==> config.mk <==
export PLATFORM = sky130hd
export DESIGN_NAME = sec_bank
export DESIGN_NICKNAME = d
export VERILOG_FILES = /design/src/hw/sec_pkg.sv /design/src/hw/sec_counter.sv /design/src/hw/sec_bank.sv
export VERILOG_INCLUDE_DIRS = /design/src /design/src/hw
export SDC_FILE = /design/constraint.sdc
export NUM_CORES = 2
export LEC_CHECK = 0
export BUFFER_PORTS_ARGS = -buffer_cell sky130_fd_sc_hd__buf_2
export CORE_UTILIZATION = 40
export CTS_BUF_LIST = sky130_fd_sc_hd__clkbuf_4 sky130_fd_sc_hd__clkbuf_8
export CTS_CLUSTER_DIAMETER = 50
export DETAILED_ROUTE_END_ITERATION = 8
export GPL_TIMING_DRIVEN = 0
export PLACE_DENSITY = 0.6
export SKIP_LAST_GASP = 1
export SLEW_MARGIN = 25
export SYNTH_ARGS = -nofsm -noshare
export SYNTH_HDL_FRONTEND = slang
export SYNTH_SLANG_ARGS = --single-unit
==> constraint.sdc <==
create_clock -name ref_clk -period 7.2 [get_ports ref_clk]
set_input_delay 1.44 -clock ref_clk [delete_from_list [all_inputs] [get_ports ref_clk]]
set_output_delay 1.44 -clock ref_clk [all_outputs]
set_load 0.05 [all_outputs]
==> src/hw/sec_cnt_regs.svh <==
// Purpose: offsets, field positions and reset values of the signed event counter bank
// Assumes: 32-bit avalon-mm data, word addressing by byte address / 4
// Notes: definitions only
`ifndef SEC_CNT_REGS_SVH
`define SEC_CNT_REGS_SVH

`define SEC_NUM_CNT 8
`define SEC_CNT_W 32
// nine 32-byte windows (globals plus eight banks) need a ninth address bit
`define SEC_ADDR_W 9
// global registers (byte offsets)
`define SEC_OFS_CTRL 9'h000
`define SEC_OFS_STAT 9'h004
`define SEC_OFS_IRQ_STAT 9'h008
`define SEC_OFS_IRQ_MASK 9'h00c
`define SEC_OFS_TIME_LO 9'h010
// per-counter bank: 9'h020 * (n + 1), five words
`define SEC_OFS_BANK 9'h020
`define SEC_BANK_SHIFT 5
`define SEC_OFS_PRESET 3'h0
`define SEC_OFS_COMPARE 3'h1
`define SEC_OFS_COUNT 3'h2
`define SEC_OFS_FROZEN 3'h3
`define SEC_OFS_STAMP 3'h4
// ctrl register bit: enable of counter n sits at bit n
`define SEC_RST_CTRL 8'h00
`define SEC_RST_WORD 32'h0000_0000
`define SEC_MAX_VAL 32'h7fff_ffff
`define SEC_MIN_VAL 32'h8000_0000
`define SEC_ONE 32'h0000_0001
`define SEC_STAMP_ONE 64'h0000_0000_0000_0001
`define SEC_UNMAPPED 32'hdead_beef

`endif

==> src/hw/sec_pkg.sv <==
// Purpose: shared types of the signed event counter bank
// Assumes: used through sec_pkg::name only
// Notes: constants live in sec_cnt_regs.svh
package sec_pkg;
	// compare result of one counter
	typedef enum logic [1:0] {
		SEC_CMP_BELOW,
		SEC_CMP_EQUAL,
		SEC_CMP_ABOVE
	} sec_cmp_t;
	// bus slave phases
	typedef enum logic [1:0] {
		SEC_BUS_IDLE,
		SEC_BUS_ACK
	} sec_bus_t;
endpackage

==> src/hw/sec_counter.sv <==
// Purpose: one signed up/down event counter with setpoint compare and freeze
// Assumes: all inputs except nrst synchronous to ref_clk; nrst asserts asynchronously
// Notes: one evaluation pass per clock
`timescale 1ns/1ps
`include "sec_cnt_regs.svh"
module sec_counter #(
	parameter int W = `SEC_CNT_W
) (
	input wire logic ref_clk,
	input wire logic nrst,
	input wire logic enable_in,
	input wire logic up_in,
	input wire logic down_in,
	input wire logic block_in,
	input wire logic preset_select_input,
	input wire logic reset_in,
	input wire logic freeze_reset_in,
	input wire logic freeze_count_in,
	input wire logic [W-1:0] preset_val,
	input wire logic [W-1:0] compare_val,
	input wire logic [63:0] time_now,
	output logic [W-1:0] count_reg,
	output logic [W-1:0] frozen_reg,
	output logic [63:0] stamp_reg,
	output logic above_setpoint_flag,
	output logic equal_setpoint_flag,
	output logic below_setpoint_flag,
	output logic freeze_evt
);
	logic up_prev_reg;
	logic down_prev_reg;
	logic psel_prev_reg;
	logic en_prev_reg;
	logic up_edge;
	logic down_edge;
	logic freeze_any;
	logic [W-1:0] count_next;
	sec_pkg::sec_cmp_t cmp;

	// previous-pass copies for edge detection
	always_ff @(posedge ref_clk or negedge nrst) begin
		if (!nrst) begin
			up_prev_reg <= 1'b0;
			down_prev_reg <= 1'b0;
			psel_prev_reg <= 1'b0;
			en_prev_reg <= 1'b0;
		end else begin
			up_prev_reg <= up_in;
			down_prev_reg <= down_in;
			psel_prev_reg <= preset_select_input;
			en_prev_reg <= enable_in;
		end
	end

	// low-to-high only; falling edges are ignored
	assign up_edge = up_in && !up_prev_reg;
	assign down_edge = down_in && !down_prev_reg;
	assign freeze_any = freeze_reset_in || freeze_count_in;

	// count update, priority: enable edge, reset, freeze-reset, preset edge, counting
	always_comb begin
		count_next = count_reg;
		if (!enable_in) begin
			count_next = count_reg;
		end else if (!en_prev_reg || reset_in) begin
			count_next = preset_select_input ? preset_val : `SEC_RST_WORD;
		end else if (freeze_reset_in) begin
			count_next = `SEC_RST_WORD;
		end else if (preset_select_input && !psel_prev_reg) begin
			count_next = preset_val;
		end else if (!block_in && (up_edge != down_edge)) begin
			// both edges in one pass cancel; the wrap falls out of two's complement
			if (up_edge)
				count_next = count_reg + W'(`SEC_ONE);
			else
				count_next = count_reg - W'(`SEC_ONE);
		end
	end

	// accumulated value
	always_ff @(posedge ref_clk or negedge nrst) begin
		if (!nrst)
			count_reg <= `SEC_RST_WORD;
		else
			count_reg <= count_next;
	end

	// snapshot of the count before the freeze-reset clears it
	always_ff @(posedge ref_clk or negedge nrst) begin
		if (!nrst) begin
			frozen_reg <= `SEC_RST_WORD;
			stamp_reg <= '0;
			freeze_evt <= 1'b0;
		end else begin
			freeze_evt <= enable_in && en_prev_reg && freeze_any;
			if (enable_in && en_prev_reg && freeze_any) begin
				frozen_reg <= count_reg;
				stamp_reg <= time_now;
			end
		end
	end

	// signed compare against the setpoint
	always_comb begin
		if ($signed(count_next) > $signed(compare_val))
			cmp = sec_pkg::SEC_CMP_ABOVE;
		else if (count_next == compare_val)
			cmp = sec_pkg::SEC_CMP_EQUAL;
		else
			cmp = sec_pkg::SEC_CMP_BELOW;
	end

	// flags registered; all dark while blocked or disabled
	always_ff @(posedge ref_clk or negedge nrst) begin
		if (!nrst) begin
			above_setpoint_flag <= 1'b0;
			equal_setpoint_flag <= 1'b0;
			below_setpoint_flag <= 1'b0;
		end else begin
			above_setpoint_flag <= enable_in && !block_in && (cmp == sec_pkg::SEC_CMP_ABOVE);
			equal_setpoint_flag <= enable_in && !block_in && (cmp == sec_pkg::SEC_CMP_EQUAL);
			below_setpoint_flag <= enable_in && !block_in && (cmp == sec_pkg::SEC_CMP_BELOW);
		end
	end
endmodule

==> src/hw/sec_bank.sv <==
// Purpose: bank of eight signed event counters behind an avalon-mm slave
// Assumes: counter inputs come from logic on ref_clk; 20 MHz clock
// Notes: timestamp is a free-running tick counter, one tick per clock
//
// Our own choices: register access over Avalon-MM and the placing of the registers.
`timescale 1ns/1ps
`include "sec_cnt_regs.svh"
module sec_bank #(
	parameter int N = `SEC_NUM_CNT,
	parameter int W = `SEC_CNT_W
) (
	input wire logic ref_clk,
	input wire logic nrst,
	input wire logic [`SEC_ADDR_W-1:0] avs_address,
	input wire logic avs_read,
	input wire logic avs_write,
	input wire logic [31:0] avs_writedata,
	input wire logic [3:0] avs_byteenable,
	output logic [31:0] avs_readdata,
	output logic avs_waitrequest,
	input wire logic [N-1:0] up_in,
	input wire logic [N-1:0] down_in,
	input wire logic [N-1:0] block_in,
	input wire logic [N-1:0] preset_select_input,
	input wire logic [N-1:0] reset_in,
	input wire logic [N-1:0] freeze_reset_in,
	input wire logic [N-1:0] freeze_count_in,
	output logic [N-1:0] above_setpoint_flag,
	output logic [N-1:0] equal_setpoint_flag,
	output logic [N-1:0] below_setpoint_flag,
	output logic irq
);
	logic [N-1:0] enable_reg;
	logic [W-1:0] preset_reg [N];
	logic [W-1:0] compare_reg [N];
	logic [W-1:0] count_w [N];
	logic [W-1:0] frozen_w [N];
	logic [63:0] stamp_w [N];
	logic [63:0] time_reg;
	logic [N-1:0] freeze_evt;
	logic [N-1:0] irq_stat_reg;
	logic [N-1:0] irq_mask_reg;
	logic [N-1:0] abv_w;
	logic [N-1:0] eql_w;
	logic [N-1:0] blw_w;
	sec_pkg::sec_bus_t bus_reg;
	logic wr_go;
	logic rd_go;
	logic [31:0] rd_next;

	// byte-lane merge of a write into an old word
	function automatic logic [31:0] be_merge(input logic [31:0] old, input logic [31:0] wd,
			input logic [3:0] be);
		logic [31:0] r;
		r = old;
		for (int b = 0; b < 4; b++) begin
			if (be[b])
				r[b*8 +: 8] = wd[b*8 +: 8];
		end
		return r;
	endfunction

	// counter index of a bank address
	function automatic int bank_idx(input logic [`SEC_ADDR_W-1:0] a);
		return int'(a >> `SEC_BANK_SHIFT) - 1;
	endfunction

	// word within a bank
	function automatic logic [2:0] bank_word(input logic [`SEC_ADDR_W-1:0] a);
		return a[4:2];
	endfunction

	// one cycle of waitrequest on every access; the answer comes the cycle after
	always_ff @(posedge ref_clk or negedge nrst) begin
		if (!nrst)
			bus_reg <= sec_pkg::SEC_BUS_IDLE;
		else if (bus_reg == sec_pkg::SEC_BUS_IDLE && (avs_read || avs_write))
			bus_reg <= sec_pkg::SEC_BUS_ACK;
		else
			bus_reg <= sec_pkg::SEC_BUS_IDLE;
	end

	assign wr_go = avs_write && bus_reg == sec_pkg::SEC_BUS_IDLE;
	assign rd_go = avs_read && bus_reg == sec_pkg::SEC_BUS_IDLE;

	// waitrequest high at rest, dropped in the ack cycle
	always_ff @(posedge ref_clk or negedge nrst) begin
		if (!nrst)
			avs_waitrequest <= 1'b1;
		else
			avs_waitrequest <= !(rd_go || wr_go);
	end

	// read mux; unmapped addresses return a fixed marker
	always_comb begin
		int k;
		k = bank_idx(avs_address);
		rd_next = `SEC_UNMAPPED;
		case (avs_address)
			`SEC_OFS_CTRL: rd_next = 32'(enable_reg);
			`SEC_OFS_STAT: rd_next = 32'(irq_stat_reg & irq_mask_reg);
			`SEC_OFS_IRQ_STAT: rd_next = 32'(irq_stat_reg);
			`SEC_OFS_IRQ_MASK: rd_next = 32'(irq_mask_reg);
			`SEC_OFS_TIME_LO: rd_next = time_reg[31:0];
			default: begin
				if (k >= 0 && k < N) begin
					case (bank_word(avs_address))
						`SEC_OFS_PRESET: rd_next = preset_reg[k];
						`SEC_OFS_COMPARE: rd_next = compare_reg[k];
						`SEC_OFS_COUNT: rd_next = count_w[k];
						`SEC_OFS_FROZEN: rd_next = frozen_w[k];
						`SEC_OFS_STAMP: rd_next = stamp_w[k][31:0];
						default: rd_next = `SEC_UNMAPPED;
					endcase
				end
			end
		endcase
	end

	// read data register
	always_ff @(posedge ref_clk or negedge nrst) begin
		if (!nrst)
			avs_readdata <= `SEC_RST_WORD;
		else if (rd_go)
			avs_readdata <= rd_next;
	end

	// software settings: enable, preset, compare, mask
	always_ff @(posedge ref_clk or negedge nrst) begin
		if (!nrst) begin
			enable_reg <= N'(`SEC_RST_CTRL);
			irq_mask_reg <= '0;
			for (int i = 0; i < N; i++) begin
				preset_reg[i] <= `SEC_RST_WORD;
				compare_reg[i] <= `SEC_RST_WORD;
			end
		end else if (wr_go) begin
			if (avs_address == `SEC_OFS_CTRL)
				enable_reg <= N'(be_merge(32'(enable_reg), avs_writedata, avs_byteenable));
			if (avs_address == `SEC_OFS_IRQ_MASK)
				irq_mask_reg <= N'(be_merge(32'(irq_mask_reg), avs_writedata, avs_byteenable));
			for (int i = 0; i < N; i++) begin
				if (bank_idx(avs_address) == i) begin
					if (bank_word(avs_address) == `SEC_OFS_PRESET)
						preset_reg[i] <= be_merge(preset_reg[i], avs_writedata, avs_byteenable);
					if (bank_word(avs_address) == `SEC_OFS_COMPARE)
						compare_reg[i] <= be_merge(compare_reg[i], avs_writedata, avs_byteenable);
				end
			end
		end
	end

	// sticky freeze events; a new event wins over a write-one clear
	always_ff @(posedge ref_clk or negedge nrst) begin
		if (!nrst)
			irq_stat_reg <= '0;
		else if (wr_go && avs_address == `SEC_OFS_IRQ_STAT && avs_byteenable[0])
			irq_stat_reg <= (irq_stat_reg & ~N'(avs_writedata)) | freeze_evt;
		else
			irq_stat_reg <= irq_stat_reg | freeze_evt;
	end

	// level interrupt
	always_ff @(posedge ref_clk or negedge nrst) begin
		if (!nrst)
			irq <= 1'b0;
		else
			irq <= |(irq_stat_reg & irq_mask_reg);
	end

	// free-running stamp; wraps after a very long time
	always_ff @(posedge ref_clk or negedge nrst) begin
		if (!nrst)
			time_reg <= '0;
		else
			time_reg <= time_reg + `SEC_STAMP_ONE;
	end

	// eight identical counters
	for (genvar g = 0; g < N; g++) begin : g_cnt
		sec_counter #(
			.W(W)
		) u_cnt (
			.ref_clk(ref_clk),
			.nrst(nrst),
			.enable_in(enable_reg[g]),
			.up_in(up_in[g]),
			.down_in(down_in[g]),
			.block_in(block_in[g]),
			.preset_select_input(preset_select_input[g]),
			.reset_in(reset_in[g]),
			.freeze_reset_in(freeze_reset_in[g]),
			.freeze_count_in(freeze_count_in[g]),
			.preset_val(preset_reg[g]),
			.compare_val(compare_reg[g]),
			.time_now(time_reg),
			.count_reg(count_w[g]),
			.frozen_reg(frozen_w[g]),
			.stamp_reg(stamp_w[g]),
			.above_setpoint_flag(abv_w[g]),
			.equal_setpoint_flag(eql_w[g]),
			.below_setpoint_flag(blw_w[g]),
			.freeze_evt(freeze_evt[g])
		);
	end

	// flags already come from flip-flops in each counter
	assign above_setpoint_flag = abv_w;
	assign equal_setpoint_flag = eql_w;
	assign below_setpoint_flag = blw_w;
endmodule

==> out/qor.csv <==
stage;metric;value;unit
timing;timing.hold.ws;0.2473;ns
yosys;synth_area_per_cell;9.356;um2
yosys;synthAdderAreaFrac;7.428;%
worst_setup_path;cp.arrival;8.05;ns
pwr;ir_worst_vdd;0.2075;mV
worst_setup_path;path_delay_family;buffers and inverters;
yosys;synthXorXnorAreaFrac;2.446;%
floorplan;rows;171;
timing;hold_viol_final;0;
yosys;yosys.cell_types.count;96;
timing;worst_slack;0.04009;ns
final_layout;drive_above_1_share;14.86;%
final_layout;finish.instance_area;0.09927;mm2
yosys;synth-seq-cells;1435;
yosys;postSynth.asyncResetShare;100.0;%
flow_run;cap_violations;0;
yosys;yosys-top-cells-area;dfrtp_1, nand2_1, mux4_2;
floorplan;core_area;0.2172;mm2
global_route;antenna_found_initial;96;
yosys;yosysTopAreaCell;dfrtp_1;
yosys;ys.warnings.count;0;
floorplan;io_pins;163;
yosys;synth_top_flop_cell;dfrtp_1;
global_route;grt_use_total;43.62;%
final_layout;nFillCells;21000;
global_route;grt_overflow_total;0;
pwr;power_density;252.3;mW/mm2
pwr;leakagePower;47.48;nW
outcome;outcome;complete, no violations;
yosys;muxShareOfSynthArea;13.36;%
worst_setup_path;critPathBufInv;10;
yosys;syn_inst;9340;
cts;htreeDepth;5;
final_layout;final_cell_mix;nand2_1, dfrtp_1, o21ai_0;
worst_setup_path;startpoint_type;input pin;
timing;final-setup-viol-count;0;
worst_setup_path;timing.rr.end;g_cnt[5].u_cnt.below_setpoint_flag$_DFF_PN0_;
timing;min_period;7.160;ns
worst_setup_path;rr_worst_depth;21;
worst_setup_path;crit_fanout;10;
detailed_routing;num_vias;82860;
timing;fmax;139.7;MHz
worst_setup_path;cpPeakStageDelay;1.03;ns
floorplan;start_util;40.24;%
placement;gp_congestion;1.144;
placement;placedCellCount;12380;
detailed_routing;post_drt_wl_per_cell;37.88;um
pwr;p_total;25.04;mW
worst_setup_path;cp_slowest_cell;nor4_1;
cts;worstSkewPairLatency;1.10;ns
timing;worst_pin_slew;1.277;ns
worst_setup_path;reg2reg_from;g_cnt[5].u_cnt.up_prev_reg$_DFF_PN0_;
worst_setup_path;path_cells;buf_2, buf_2, buf_2, buf_2, buf_2, inv_1, ha_1, clkbuf_1, buf_2, buf_2, clkbuf_1, mux4_2, mux2i_1, o22ai_1, nor4_1, o31ai_1;
yosys;synth_compound_area_share;15.47;%
detailed_routing;totalWireLength;489500;um
yosys;synthSimpleGateAreaFrac;16.05;%
yosys;synth_top_area_share;41.06;%
cts;cts_root_buf;clkbuf_8;
worst_setup_path;crit_path_frequent_cell;buf_2;
floorplan;die_height;469.4;um
floorplan;die_area;0.2203;mm2
yosys;synth_top_family_by_area;simple AND/OR/NAND/NOR gates;
detailed_routing;drtIter0Drc;12650;
timing;rsz0062_at_grt;yes;
global_route;grt_max_degree;125;
final_layout;layout_commonest_cell;nand2_1;
cts;clock_sinks;1435;
timing;skew;0.09265;ns
cts;clkTransAtPathRegs;0.06;ns
placement;dpl_cell_area;0.09262;mm2
final_layout;stdcell_count;12920;
cts;cts_tree;yes;
global_route;grt_pass1_wl;656400;um
timing;fin_tns_setup;0;ns
floorplan;die_w;469.4;um
placement;dp_worst_setup_slack;-1.659;ns
yosys;synth_edf_count;0;
yosys;netlist_area;0.08739;mm2
hold_path;hp-class;input pin to async pin;
cts;numCtsBuffers;301;
worst_setup_path;cp.required;8.09;ns
worst_setup_path;cp-end-kind;register;
worst_setup_path;rrSetupSlack;0.16;ns
cts;cts_buffer_depth;4;
detailed_routing;dr.pass1.iters;9;
placement;dp_hpwl;398300;um
final_layout;fin_util;45.71;%
yosys;seq_area_frac_synth;41.09;%
detailed_routing;vias_per_cell;6.412;
timing;relSlewSlack;14.88;%
timing;period_share;99.44;%
placement;portBuffers;151;
detailed_routing;drc;0;
worst_setup_path;critical_path_class;input pin to register;
final_layout;num-nets-final;10460;
timing;maxSlewViolCount;0;
yosys;syn_nets;9959;
detailed_routing;drtAntennaViolNets;0;
global_route;grt_pass1_vias;76610;
final_layout;syn_to_final_growth;13.60;%
final cells by class:
class | count | area [um2] | area share (%)
Clock inverter | 55 | 772.0 | 0.7777
Tap cell | 2854 | 3571 | 3.597
Buffer | 558 | 2288 | 2.305
Multi-Input combinational cell | 6975 | 47970 | 48.32
Timing Repair inverter | 1 | 7.507 | 0.007562
Antenna cell | 29 | 72.57 | 0.07310
Sequential cell | 1435 | 35910 | 36.17
Clock buffer | 445 | 5649 | 5.691
Inverter | 372 | 1400 | 1.410
Timing Repair Buffer | 198 | 1629 | 1.641
kinds of logic (layout without fill, tap and decap cells):
kind of cell | Yosys count | in the layout
AND/OR/NAND/NOR | 3342 | 3342
XOR/XNOR | 244 | 244
flip-flops | 1435 | 1435
other | 0 | 29
AO/OA/AOI/OAI | 2144 | 2144
multiplexers | 731 | 731
adder cells (fa/ha/maj) | 514 | 514
buffers and inverters | 930 | 1629
Yosys cell counts, drive strengths merged (71+ instances only):
master and n:
nand2b 78, nand3 96, ha 506, inv 370, xor2 99, nand2 2351, buf 121, mux2i 126
nand4 87, o211ai 134, nor2b 81, xnor2 145, a21oi 501, a22o 71, nor2 370, o21ai 649
mux2 285, a31oi 92, a21o 200, dfrtp 1434, mux4 320, clkbuf 437
how the worst max path moves through the flow:
stage | start | end | slack [ns] | depth (start not counted)
after CTS | g_cnt[5].u_cnt.up_prev_reg$_DFF_PN0_ | g_cnt[5].u_cnt.below_setpoint_flag$_DFF_PN0_ | 0.08 | 19
after floorplan | up_in[6] | g_cnt[6].u_cnt.above_setpoint_flag$_DFF_PN0_ | 0.89 | 23
after global routing | g_cnt[5].u_cnt.up_prev_reg$_DFF_PN0_ | g_cnt[5].u_cnt.below_setpoint_flag$_DFF_PN0_ | -0.04 | 21
after detailed placement | up_in[4] | g_cnt[4].u_cnt.below_setpoint_flag$_DFF_PN0_ | -1.66 | 22
final | avs_address[5] | avs_readdata[28]$_DFFE_PN0P_ | 0.04 | 16
after global placement | nrst | g_cnt[4].u_cnt.above_setpoint_flag$_DFF_PN0_ | -28.48 | 1
routing by layer:
metal / wire length [um] / GRT usage [%] / vias to the layer above / share of wire [%]
met1: 192400 / 57.36 / 41840 / 39
met5: 293 / 0 / - / 0.060
met3: 69490 / 18.73 / 1220 / 14
li1: - / - / 34240 / -
met2: 190400 / 58.01 / 5514 / 39
met4: 36880 / 27.89 / 42 / 7.5
power breakdown:
| part | internal (mW) | leakage [nW] | switching, mW | total [mW] |
|---|---|---|---|---|
| Combinational | 1.96 | 25.9 | 3.82 | 5.78 |
| Clock | 5.64 | 3.38 | 4.04 | 9.68 |
| Sequential | 8.42 | 18.2 | 1.16 | 9.58 |
what timing repair did:
action | 4_1_cts | 5_1_grt
gates resized for setup | 5 | 5
gates cloned | 1 | 0
hold buffers | 0 | 0
setup buffers | 3 | 4
setup endpoints to repair | 3 | 6
worst reg2reg max path: cells and delay by family (launching register included):
| kind | cells | cell delay (ns) |
|---|---|---|
| AO/OA/AOI/OAI | 10 | 3.54 |
| XOR/XNOR | 1 | 0.21 |
| adder cells (fa/ha/maj) | 2 | 0.59 |
| buffers and inverters | 1 | 0.22 |
| flip-flops | 1 | 0.35 |
| multiplexers | 1 | 0.29 |
| AND/OR/NAND/NOR | 6 | 1.76 |
Power figures use the tool's default switching activity.
